--- src/isc_map.svh ---
// Register map, field positions and timing constants of the bus status block.
// Assumes a 32-bit APB slave and a 10 MHz system clock.
`ifndef ISC_MAP_SVH
`define ISC_MAP_SVH

// Byte offsets of the registers on the APB.
`define ISC_OFS_CTRL    8'h00
`define ISC_OFS_MODE    8'h04
`define ISC_OFS_FLAGS   8'h08
`define ISC_OFS_MASK    8'h0C
`define ISC_OFS_DATA    8'h10

// Control register fields.
`define ISC_CTL_PROHIBIT 0
`define ISC_CTL_BUSY     7

// Mode register fields.
`define ISC_MOD_MASTER  0
`define ISC_MOD_XMIT    1
`define ISC_MOD_BUSFMT  2
`define ISC_MOD_ADDR2FMT 3

// Status flag positions.
`define ISC_FLG_ERR_END 7
`define ISC_FLG_STOP    6
`define ISC_FLG_CONT    5
`define ISC_FLG_ADDR2   4
`define ISC_FLG_ARB     3
`define ISC_FLG_IFACE   1

// Implemented flag bits and reset values.
`define ISC_FLG_IMPL    8'hFA
`define ISC_FLG_RST     8'h00
`define ISC_MODE_RST    4'h0
`define ISC_MASK_RST    8'h00

// Condition timing: each bus step is held at least this long.
`define ISC_CLK_MHZ     10
`define ISC_T_STEP_NS   5000
`define ISC_STEP_CYC    ((`ISC_T_STEP_NS * `ISC_CLK_MHZ + 999) / 1000)

`endif

--- src/isc_pkg.sv ---
// Types shared by the bus status block.
// Assumes the map header is included where constants are needed.
package isc_pkg;
  // One byte of register data.
  typedef logic [7:0] isc_byte_t;
  // Steps of start, repeated start and stop generation.
  typedef enum logic [2:0] {
    ISC_IDLE,
    ISC_RS_SDA_UP,
    ISC_RS_SCL_UP,
    ISC_ST_SDA_DN,
    ISC_ST_SCL_DN,
    ISC_SP_SDA_DN,
    ISC_SP_SCL_UP,
    ISC_SP_SDA_UP
  } isc_cond_t;
endpackage

--- src/isc_top.sv ---
// Status flags and start/stop condition control of the two-wire bus block.
// Assumes APB from the same clock; event inputs come from same-clock logic.
`timescale 1ns/1ns
`include "isc_map.svh"
module isc_top #(
  parameter int STEP_CYC = `ISC_STEP_CYC
) (
  input  wire logic              clk_i,
  input  wire logic              nrst_i,
  input  wire logic              en_i,
  input  wire logic              psel_i,
  input  wire logic              penable_i,
  input  wire logic              pwrite_i,
  input  wire logic [7:0]        paddr_i,
  input  wire logic [31:0]       pwdata_i,
  output logic      [31:0]       prdata_o,
  output logic                   pready_o,
  output logic                   pslverr_o,
  input  wire logic              scl_i,
  output logic                   scl_o,
  output logic                   scl_oe_o,
  input  wire logic              sda_i,
  output logic                   sda_o,
  output logic                   sda_oe_o,
  input  wire logic              transmit_empty_flag_i,
  input  wire logic              receive_full_flag_i,
  input  wire logic              second_addr_hit_i,
  input  wire logic              arb_lost_i,
  input  wire logic              frame_active_i,
  input  wire logic              iface_event_i,
  input  wire isc_pkg::isc_byte_t rx_byte_i,
  output isc_pkg::isc_byte_t     tx_byte_o,
  output logic                   irq_o
);
  import isc_pkg::*;

  logic       rst_m_reg;   // Reset release, first stage.
  logic       rst_n;       // Reset release, used by all logic.
  logic       scl_s;       // Synchronised clock line.
  logic       start_det;   // Start condition seen on the bus.
  logic       stop_det;    // Stop condition seen on the bus.
  logic       wr_fire;     // APB write completes this cycle.
  logic       rd_fire;     // APB read completes this cycle.
  logic       setup;       // APB setup cycle awaiting an answer.
  logic [3:0] mode_reg;    // Master, transmit, bus format, second format.
  isc_byte_t  mask_reg;    // Interrupt mask, same layout as the flags.
  isc_byte_t  flags_reg;   // Sticky status flags.
  isc_byte_t  flags_next;  // Next value of the flags.
  isc_byte_t  arm_reg;     // Flags read as one since last set.
  isc_byte_t  set_vec;     // Hardware set events.
  isc_byte_t  clr_vec;     // Clear events of all kinds.
  isc_byte_t  sw_clr;      // Armed zero written by software.
  logic       xfer_reg;    // Previous empty-or-full level.
  logic       xfer_rise;   // Empty or full flag just became one.
  logic       data_touch;  // Data access that clears arbitration loss.
  logic       line_busy_reg; // Bus held between a start and a stop.
  logic       own_hold_reg;  // This end holds the clock line after a start.
  logic       req_start;   // Software asks for a start.
  logic       req_stop;    // Software asks for a stop.
  isc_cond_t  cond_reg;    // Condition generator step.
  logic [7:0] tmr_reg;     // Step timer.

  localparam logic [7:0] STEP_LD = 8'(STEP_CYC - 1);

  // The reset is asserted at once but released through two flops.
  always_ff @(posedge clk_i or negedge nrst_i) begin
    if (!nrst_i) begin
      rst_m_reg <= 1'b0;
      rst_n     <= 1'b0;
    end else begin
      rst_m_reg <= 1'b1;
      rst_n     <= rst_m_reg;
    end
  end

  // Line synchronisers and condition detector.
  isc_line_mon u_mon (
    .clk_i       (clk_i),
    .rst_n_i     (rst_n),
    .en_i        (en_i),
    .scl_i       (scl_i),
    .sda_i       (sda_i),
    .scl_s_o     (scl_s),
    .start_det_o (start_det),
    .stop_det_o  (stop_det)
  );

  // The slave answers one cycle after setup, so every access takes two cycles.
  assign setup   = psel_i & ~penable_i & ~pready_o;
  assign wr_fire = psel_i & penable_i & pready_o & pwrite_i;
  assign rd_fire = psel_i & penable_i & pready_o & ~pwrite_i;

  // Ready, error and read data are registered in the setup cycle.
  always_ff @(posedge clk_i or negedge rst_n) begin
    if (!rst_n) begin
      pready_o  <= 1'b0;
      pslverr_o <= 1'b0;
      prdata_o  <= 32'h0000_0000;
    end else if (en_i) begin
      pready_o  <= setup;
      pslverr_o <= 1'b0;
      if (setup) begin
        prdata_o <= 32'h0000_0000;
        unique case (paddr_i)
          `ISC_OFS_CTRL: begin
            // The prohibit bit always reads one.
            prdata_o[`ISC_CTL_PROHIBIT] <= 1'b1;
            prdata_o[`ISC_CTL_BUSY]     <= line_busy_reg;
          end
          `ISC_OFS_MODE:  prdata_o[3:0] <= mode_reg;
          `ISC_OFS_FLAGS: prdata_o[7:0] <= flags_reg;
          `ISC_OFS_MASK:  prdata_o[7:0] <= mask_reg;
          `ISC_OFS_DATA:  prdata_o[7:0] <= pwrite_i ? tx_byte_o : rx_byte_i;
          // Unmapped addresses answer with an error and zero data.
          default:        pslverr_o <= 1'b1;
        endcase
      end
    end
  end

  // Mode, mask and transmit byte are plain storage.
  always_ff @(posedge clk_i or negedge rst_n) begin
    if (!rst_n) begin
      mode_reg  <= `ISC_MODE_RST;
      mask_reg  <= `ISC_MASK_RST;
      tx_byte_o <= 8'h00;
    end else if (en_i && wr_fire) begin
      if (paddr_i == `ISC_OFS_MODE) begin
        mode_reg <= pwdata_i[3:0];
      end
      if (paddr_i == `ISC_OFS_MASK) begin
        mask_reg <= pwdata_i[7:0] & `ISC_FLG_IMPL;
      end
      if (paddr_i == `ISC_OFS_DATA) begin
        tx_byte_o <= pwdata_i[7:0];
      end
    end
  end

  // Rising edge of empty-or-full; same-clock inputs need no synchroniser.
  always_ff @(posedge clk_i or negedge rst_n) begin
    if (!rst_n) begin
      xfer_reg <= 1'b0;
    end else if (en_i) begin
      xfer_reg <= transmit_empty_flag_i | receive_full_flag_i;
    end
  end
  assign xfer_rise = (transmit_empty_flag_i | receive_full_flag_i) & ~xfer_reg;

  // Set events; flags outside slave bus format are kept but meaningless.
  always_comb begin
    set_vec = 8'h00;
    // A stop inside a frame is an error stop.
    set_vec[`ISC_FLG_ERR_END] = stop_det & frame_active_i;
    // Every stop marks the normal-stop flag.
    set_vec[`ISC_FLG_STOP] = stop_det;
    // Slave mode needs a second-address match, other modes do not.
    set_vec[`ISC_FLG_CONT] = xfer_rise &
      (mode_reg[`ISC_MOD_MASTER] | flags_reg[`ISC_FLG_ADDR2]);
    // Second address received in slave receive outside the second format.
    set_vec[`ISC_FLG_ADDR2] = second_addr_hit_i & ~mode_reg[`ISC_MOD_MASTER] &
      ~mode_reg[`ISC_MOD_XMIT] & ~mode_reg[`ISC_MOD_ADDR2FMT];
    // Only a master can lose arbitration.
    set_vec[`ISC_FLG_ARB]   = arb_lost_i & mode_reg[`ISC_MOD_MASTER];
    set_vec[`ISC_FLG_IFACE] = iface_event_i;
  end

  // Data access in the right direction clears arbitration loss.
  assign data_touch = (paddr_i == `ISC_OFS_DATA) &
    ((wr_fire & mode_reg[`ISC_MOD_XMIT]) | (rd_fire & ~mode_reg[`ISC_MOD_XMIT]));

  // A zero clears a flag only if it was read as one first.
  assign sw_clr = (wr_fire && paddr_i == `ISC_OFS_FLAGS) ?
    (~pwdata_i[7:0] & arm_reg & `ISC_FLG_IMPL) : 8'h00;

  // Clear events gathered per flag.
  always_comb begin
    clr_vec = sw_clr;
    // Clearing the irq flag also clears its dependants.
    if (sw_clr[`ISC_FLG_IFACE]) begin
      clr_vec[`ISC_FLG_ERR_END] = 1'b1;
      clr_vec[`ISC_FLG_STOP] = 1'b1;
      clr_vec[`ISC_FLG_CONT] = 1'b1;
    end
    // Any start on the bus clears the second-address flag.
    clr_vec[`ISC_FLG_ADDR2] = sw_clr[`ISC_FLG_ADDR2] | start_det;
    clr_vec[`ISC_FLG_ARB]   = sw_clr[`ISC_FLG_ARB] | data_touch;
  end

  // The set wins over every clear, so no event is lost.
  assign flags_next = ((flags_reg & ~clr_vec) | set_vec) & `ISC_FLG_IMPL;

  // Flags and their read marks.
  always_ff @(posedge clk_i or negedge rst_n) begin
    if (!rst_n) begin
      flags_reg <= `ISC_FLG_RST;
      arm_reg   <= 8'h00;
    end else if (en_i) begin
      flags_reg <= flags_next;
      // Arm on what the read really returned; a new set disarms.
      if (rd_fire && paddr_i == `ISC_OFS_FLAGS) begin
        arm_reg <= prdata_o[7:0] & ~set_vec & flags_next;
      end else begin
        arm_reg <= arm_reg & ~set_vec & flags_next;
      end
    end
  end

  // One level interrupt from any unmasked flag; a mask write counts at once.
  always_ff @(posedge clk_i or negedge rst_n) begin
    if (!rst_n) begin
      irq_o <= 1'b0;
    end else if (en_i) begin
      irq_o <= |(flags_next & ((wr_fire && paddr_i == `ISC_OFS_MASK) ? pwdata_i[7:0] : mask_reg));
    end
  end

  // Bus busy follows the conditions seen on the lines.
  always_ff @(posedge clk_i or negedge rst_n) begin
    if (!rst_n) begin
      line_busy_reg <= 1'b0;
    end else if (en_i) begin
      if (start_det) begin
        line_busy_reg <= 1'b1;
      end else if (stop_det) begin
        line_busy_reg <= 1'b0;
      end
    end
  end

  // Condition requests; a one in the prohibit bit suppresses both.
  assign req_start = wr_fire & (paddr_i == `ISC_OFS_CTRL) & mode_reg[`ISC_MOD_MASTER] &
    ~pwdata_i[`ISC_CTL_PROHIBIT] & pwdata_i[`ISC_CTL_BUSY];
  assign req_stop  = wr_fire & (paddr_i == `ISC_OFS_CTRL) & mode_reg[`ISC_MOD_MASTER] &
    ~pwdata_i[`ISC_CTL_PROHIBIT] & ~pwdata_i[`ISC_CTL_BUSY];

  // Condition generator; requests while a sequence runs are dropped,
  // since queueing them would let software race its own stop.
  always_ff @(posedge clk_i or negedge rst_n) begin
    if (!rst_n) begin
      cond_reg     <= ISC_IDLE;
      tmr_reg      <= 8'h00;
      scl_oe_o     <= 1'b0;
      sda_oe_o     <= 1'b0;
      own_hold_reg <= 1'b0;
    end else if (en_i) begin
      if (arb_lost_i) begin
        // Losing arbitration releases both lines at once.
        cond_reg     <= ISC_IDLE;
        scl_oe_o     <= 1'b0;
        sda_oe_o     <= 1'b0;
        own_hold_reg <= 1'b0;
      end else if (cond_reg == ISC_IDLE) begin
        tmr_reg <= STEP_LD;
        if (req_start && own_hold_reg) begin
          // Mid-transfer start becomes a repeated start.
          cond_reg <= ISC_RS_SDA_UP;
          sda_oe_o <= 1'b0;
        end else if (req_start && !line_busy_reg) begin
          // Data falls while the clock line is high.
          cond_reg <= ISC_ST_SDA_DN;
          sda_oe_o <= 1'b1;
        end else if (req_stop && own_hold_reg) begin
          // Data held low before the clock is released.
          cond_reg <= ISC_SP_SDA_DN;
          sda_oe_o <= 1'b1;
        end
      end else if (tmr_reg != 8'h00) begin
        tmr_reg <= tmr_reg - 8'h01;
      end else if (cond_reg != ISC_RS_SCL_UP || scl_s) begin
        // Each step lasts its full time; a stretched clock delays restart.
        tmr_reg <= STEP_LD;
        unique case (cond_reg)
          ISC_RS_SDA_UP: begin
            cond_reg <= ISC_RS_SCL_UP;
            scl_oe_o <= 1'b0;
          end
          ISC_RS_SCL_UP: begin
            cond_reg <= ISC_ST_SDA_DN;
            sda_oe_o <= 1'b1;
          end
          ISC_ST_SDA_DN: begin
            cond_reg <= ISC_ST_SCL_DN;
            scl_oe_o <= 1'b1;
          end
          ISC_ST_SCL_DN: begin
            cond_reg     <= ISC_IDLE;
            own_hold_reg <= 1'b1;
          end
          ISC_SP_SDA_DN: begin
            cond_reg <= ISC_SP_SCL_UP;
            scl_oe_o <= 1'b0;
          end
          ISC_SP_SCL_UP: begin
            cond_reg <= ISC_SP_SDA_UP;
            sda_oe_o <= 1'b0;
          end
          ISC_SP_SDA_UP: begin
            cond_reg     <= ISC_IDLE;
            own_hold_reg <= 1'b0;
          end
          ISC_IDLE: cond_reg <= ISC_IDLE;
        endcase
      end
    end
  end

  // Open-drain lines only ever pull low.
  always_ff @(posedge clk_i or negedge rst_n) begin
    if (!rst_n) begin
      scl_o <= 1'b0;
      sda_o <= 1'b0;
    end else if (en_i) begin
      scl_o <= 1'b0;
      sda_o <= 1'b0;
    end
  end
endmodule

--- src/isc_line_mon.sv ---
// Synchroniser and start/stop detector for the two bus lines.
// Assumes the lines are asynchronous to clk_i and are sampled many times per bit.
`timescale 1ns/1ns
module isc_line_mon (
  input  wire logic clk_i,
  input  wire logic rst_n_i,
  input  wire logic en_i,
  input  wire logic scl_i,
  input  wire logic sda_i,
  output logic      scl_s_o,
  output logic      start_det_o,
  output logic      stop_det_o
);
  logic [1:0] meta_reg; // First stage, read only by the second stage.
  logic [1:0] sync_reg; // Second stage, safe to use.
  logic [1:0] prev_reg; // Previous synchronised sample for edge finding.

  // Two flops per line, then one more for edge detection.
  always_ff @(posedge clk_i or negedge rst_n_i) begin
    if (!rst_n_i) begin
      meta_reg <= 2'h3;
      sync_reg <= 2'h3;
      prev_reg <= 2'h3;
    end else if (en_i) begin
      meta_reg <= {scl_i, sda_i};
      sync_reg <= meta_reg;
      prev_reg <= sync_reg;
    end
  end

  // A data edge while the clock line stays high marks a condition.
  always_ff @(posedge clk_i or negedge rst_n_i) begin
    if (!rst_n_i) begin
      start_det_o <= 1'b0;
      stop_det_o  <= 1'b0;
    end else if (en_i) begin
      start_det_o <= sync_reg[1] & prev_reg[1] & prev_reg[0] & ~sync_reg[0];
      stop_det_o  <= sync_reg[1] & prev_reg[1] & ~prev_reg[0] & sync_reg[0];
    end
  end

  assign scl_s_o = sync_reg[1];
endmodule

--- config.mk ---
export PLATFORM = sky130hd
export DESIGN_NAME = isc_top
export DESIGN_NICKNAME = d
export VERILOG_FILES = /design/src/isc_pkg.sv /design/src/isc_top.sv /design/src/isc_line_mon.sv
export VERILOG_INCLUDE_DIRS = /design/src
export SDC_FILE = /design/constraint.sdc
export NUM_CORES = 1
export LEC_CHECK = 0
export ABC_AREA = 1
export BUFFER_PORTS_ARGS = -buffer_cell sky130_fd_sc_hd__buf_2
export CAP_MARGIN = 20
export CORE_ASPECT_RATIO = 0.9
export CORE_MARGIN = 1
export CORE_UTILIZATION = 55
export DETAILED_ROUTE_END_ITERATION = 16
export HOLD_SLACK_MARGIN = 0.02
export PLACE_DENSITY = 0.91
export SLEW_MARGIN = 30
export SYNTH_ARGS = -nofsm -noshare
export SYNTH_HDL_FRONTEND = slang
export SYNTH_SLANG_ARGS = --single-unit
--- constraint.sdc ---
create_clock -name clk_i -period 4 [get_ports clk_i]
set_input_delay 0.6 -clock clk_i [delete_from_list [all_inputs] [get_ports clk_i]]
set_output_delay 0.6 -clock clk_i [all_outputs]
set_load 0.02 [all_outputs]
==> results of run 1 <==
layout make-up:
type                            instances  area, µm²  share of cell area, %
Sequential cell                        67       1690                   38.6
Clock buffer                           10        128                   2.92
Timing Repair Buffer                   60        308                   7.05
Tap cell                               90        113                   2.58
Clock inverter                          6        114                   2.61
Inverter                               66        250                   5.73
Multi-Input combinational cell        356       1770                   40.5
where the power goes:
part	switching, W	internal [W]
logic	0.000320	0.000151
clock network	0.000277	0.000415
registers	0.0000773	0.000768
per-stage QoR:
step	instance area [µm²]	utilization [%]	setup slack [ns]	hold slack (ns)	power [W]
floorplan	3940	-	2.01	0.304	0.00121
global placement	4110	61.8	1.70	0.337	0.00129
detailed placement	4110	61.8	1.67	0.346	0.00132
CTS	4370	65.6	2.05	0.355	0.00201
global route	4370	65.6	1.80	0.378	0.00211
finish	4370	65.6	2.01	0.336	0.00201
metal layers:
metal	track usage (%)	up-vias	part of all wire (%)	routed length [µm]
met5	0	-	0	0
met4	11.1	0	2.2	201
met3	7.30	31	8.5	785
met2	42.6	192	46	4220
met1	35.9	1689	44	4040
li1	-	1689	-	-
placed cells by master, fill, tap and decap left out, types with 2 or more instances in the layout:
cell	n
a21oi_1	12
a31oi_1	2
buf_2	58
bufinv_16	3
clkbuf_8	9
clkinvlp_4	2
conb_1	27
dfrtp_1	60
dfstp_2	6
inv_1	59
inv_2	6
nand2_1	128
nand2_2	8
nand3_1	26
nand3_2	3
nand4_1	8
nor2_1	35
nor2_2	3
nor2_4	6
nor2_8	2
nor3_1	2
o211ai_1	3
o21ai_0	54
o21ai_1	4
o21ai_2	2
o21bai_1	2
o22ai_1	12
o31ai_1	2
o32ai_1	2
worst register-to-register path, cell delays in order (launching register included):
cell	delay, ns
dfrtp_1	0.40
inv_1	0.11
ha_1	0.28
nand4_4	0.15
or2_1	0.24
nand2_1	0.06
nand2_1	0.13
inv_1	0.13
nand2_2	0.09
nand2_1	0.07
o21ai_2	0.05
what timing repair did:
item / in CTS / in global routing
setup buffers: 0 / 0
hold endpoints to repair: 2 / 0
hold buffers: 1 / 0
synthesized netlist by cell type, drive strengths merged, types with 3 or more instances:
library cell and instances:
o21ai 60, o22ai 12, buf 28, nor2 46, o211ai 3, clkbuf 7
nand4 9, nand2 136, dfrtp 61, a21oi 12, dfstp 6, nor3 3
inv 66, nand3 30
worst max-delay path by stage:
stage	start	endpoint	cells past startpoint
after global routing	en_i	tmr_reg[4]	8
after CTS	en_i	tx_byte_o[6]	5
after floorplan	rst_n	arm_reg[1]	0
after global placement	en_i	tx_byte_o[6]	5
final	en_i	tx_byte_o[6]	5
after detailed placement	en_i	tx_byte_o[6]	5
kinds of logic (layout without fill, tap and decap cells):
logic type	after synthesis	count (layout)	synth area share (%)
mux	1	1	0.293
flops	67	67	43.8
simple gates	228	228	28.2
other cells	2	27	0.195
fa+ha+maj	1	1	0.325
compound gates	98	98	14.3
xor+xnor	1	1	0.228
buf+inv	101	142	12.7
==> metrics.txt, run 1 <==
Slew Viols, Final 0; I/O pins about 110; post-layout minimum cycle time 1.99 ns; crit path capture type register; Chip Width 90.2 µm; core area 6660 µm²; top cells by area, synth dfrtp_1, nand2_1, o21ai_0, inv_1, buf_4; dpl cells 638; Ant. Diodes 0; Syn Inst Count ~500; PD cells 460 nW/µm²; CTS tree done; Syn. warnings 0; Max FO, Critical Path 31; area leader, netlist dfrtp_1; WP buf/inv 2; post-synth cell types 42; Via density roughly 5.5; nets 623; Finished Layout Cells approximately 660; First DRT Iteration DRCs 337; ANT nets after route 0; fraction of registers with async set/reset 100%; Max transition margin about 60%; critical path data arrival time 2.24 ns; f_max 502 MHz; die height approximately 81 µm; number of remaining DRC errors 0; WS Path Type input port to register; largest net degree at the start of global routing 46; Primary FF master, synth dfrtp_1; outcome finished clean; htree depth 3; area of the mapped netlist ~3800 µm²; first-pass GRT wire length between 15000 and 20000 µm; hpwl dp 6830 µm; CP max stage delay roughly 0.46 ns; R2R Path Start tmr_reg[0]; DR pass1 iterations 5; Crit-path slowest cell buf_2; Port Buffers 58; clock root cell clkbuf_8; maxcap violations 0; vias in the first global route 3384; Reg clk slew, reported paths around 0.08 ns; Final period util 49.8%; Row Count 28; Num Clock Sinks 67; Layout area overhead 13.5%; setup TNS 0 ns; Tot GR Track Use 27.1%; Yosys top cell area share 39.7%; RePlAce Congestion 0.940; cell breakdown of the critical path buf_2 -> inv_2 -> nor2_1 -> nand2_1 -> mux2_2; setup violators final 0; RSZ-0062 raised after global routing false; reg2reg setup slack between 2 and 2.5 ns; layout cells sized above 1 20.7%; Pleak between 2 and 2.5 nW; worst min path class register to asynchronous set/reset pin; Post-synth EDFFs 0; Worst R2R End cond_reg[0]; Starting Density 57.8%; clk buf depth 2; worst slew pin tran 0.576 ns; crit-path leading delay family buffers and inverters; register area share after synthesis 43.8%; R2R depth 10; clock buffer count from CTS 9; Synth Area per Inst 7.71 µm²; clk_skew 0.0108 ns; Fillers 562; cts repair resizes 0; clock latency on the worst-skew pair 0.36 ns; WL/cell 14.1 µm; #FFs+latches synth 67; Peak VDD IR 0.000244 V; crit path launch type input port; final hold viol count 0; Vias 3601; initial antenna violation count 0; Die ar. 7340 µm²; drt total wl 9240 µm; total grt overflow 0; CP required 4.25 ns
No activity file was read; power rests on OpenSTA's default activity.
==> inputs of run 2 (changes only) <==
Settings changed: CORE_UTILIZATION 55 to 53, PLACE_DENSITY 0.91 to 0.88.
Clock period 4 ns to 2.01 ns, I/O delays scaled along.
==> run 2 against run 1 <==
Clock power grew 110%. Sequential power grew 98%. Global-route usage is essentially flat. Register-to-register slack lost 2.0 ns. Final cell count grew 1.1%. Worst hold slack lost 0.18 ns. Critical path type is now register to register. Largest cell class unchanged. Highest routed layer unchanged.
==> metrics.txt, run 2 (synthesized netlist as in run 1, its figures left out) <==
cell breakdown of the critical path inv_1 -> ha_1 -> nand4_4 -> o21ai_0 -> nand3_1 -> a21oi_2 -> nand2_1 -> nand2_1 -> nand2_1; Port Buffers 58; ANT nets after route 0; final setup margin 0.212 ns; drt total wl 9480 µm; Peak VDD IR 0.000473 V; layout cells sized above 1 21.6%; CP Capture Point own_hold_reg; Num Clock Sinks 67; post-layout minimum cycle time 1.80 ns; critical path data arrival time about 2.0 ns; Pleak 2.23 nW; Worst R2R End own_hold_reg; Reg clk slew, reported paths approximately 0.070 ns; core area about 7000 µm²; outcome finished clean; Layout area overhead 15.2%; Ant. Diodes 0; commonest non-fill, non-tap cell in the layout nand2_1; RePlAce Congestion 0.899; CTS tree done; reg2reg setup slack 0.21 ns; commonest cells after routing, fill and taps aside nand2_1, dfrtp_1, inv_1; first-pass GRT wire length 16100 µm; Row Count 29; clk_skew 0.00800 ns; nets 627; Final Util 63.0%; I/O pins 109; Die ar. between 7000 and 8000 µm²; htree depth 3; final hold viol count 0; clock latency on the worst-skew pair between 0.3 and 0.4 ns; R2R depth 9; setup violators final 0; crit path launch type register; hpwl dp 6810 µm; crit path capture type register; Chip Width 91.8 µm; clock buffer count from CTS 9; die height 82.8 µm; RSZ-0062 raised after global routing false; Hold Crit Depth 3; Via density ~5.6; setup TNS 0 ns; post-place setup slack 0.220 ns; Tot GR Track Use 27.1%; CP required 2.24 ns; maxcap violations 0; worst min path class input port to register; initial antenna violation count 0; Max FO, Critical Path 5; vias in the first global route 3485; worst setup path start tmr_reg[0]; Crit-path slowest cell dfrtp_1; Vias 3692; Starting Density roughly 55%; number of remaining DRC errors 0; PD cells 916 nW/µm²; WS Path Type register to register; R2R Path Start tmr_reg[0]; clock root cell clkbuf_8; Slew Viols, Final 0; overall power approximately 0.0041 W; WP buf/inv 1; cell mode on critical path nand2_1; Final period util 89.4%; clk buf depth 2; WL/cell 14.3 µm; total grt overflow 0; CP max stage delay 0.39 ns; DR pass1 iterations 8; f_max roughly 560 MHz; largest net degree at the start of global routing 66; First DRT Iteration DRCs 409; WP depth 9; hold_ws 0.160 ns; crit-path leading delay family simple AND/OR/NAND/NOR gates
[run 2: cell count changes in the layout (fill, tap and decap cells not counted), sizes merged]
cell and change:
buf +4, clkbuf +2, clkinvlp -2
[run 2: where the power goes]
group | internal [W] | switching, W | total (W)
clock network | 0.000924 | 0.000515 | 0.00144
logic | 0.000306 | 0.000644 | 0.000951
registers | 0.00153 | 0.000142 | 0.00167
[run 2: through the flow]
step                      area, µm²  instances
after floorplan                3940        524
after global placement         4160        645
after detailed placement       4160        645
after CTS                      4430        662
after global routing           4430        662
final                          4430        662
[run 2: final cells by class]
cell class / count / area [µm²]
fill: 578 / 2610
multi-input combinational: 356 / 1770
sequential: 67 / 1690
timing repair buffer: 64 / 350
inverter: 66 / 250
clock buffer: 12 / 165
tap: 93 / 116
clock inverter: 4 / 95.1
[run 2: how the worst min path moves through the flow]
stage	from	endpoint	slack, ns
finish	sda_i	u_mon.meta_reg[0]	0.16
detailed placement	nrst_i	rst_m_reg	0.09
global placement	nrst_i	rst_m_reg	0.09
CTS	scl_i	u_mon.meta_reg[1]	0.14
global route	sda_i	u_mon.meta_reg[0]	0.17
floorplan	nrst_i	rst_m_reg	0.006
[run 2: worst reg2reg max path, stage by stage (launching register included)]
cell and delay (ns):
dfrtp_1 0.39, inv_1 0.09, ha_1 0.26, nand4_4 0.16, o21ai_0 0.26, nand3_1 0.20, a21oi_2 0.18, nand2_1 0.06
nand2_1 0.05, nand2_1 0.04
[run 2: timing repair]
item	4_1_cts	5_1_grt
hold endpoints to repair	2	0
buffers inserted	0	0
hold buffers	1	0
resized for setup	0	1
endpoints found under the setup margin	0	1
[run 2: metal layers]
layer  routed length [µm]  global-route usage (%)  part of all wire, %
met5                    0                       0                    0
met4                  289                    13.8                  3.0
met3                  864                    5.13                  9.1
met2                 4460                    41.9                   47
met1                 3860                    36.4                   41
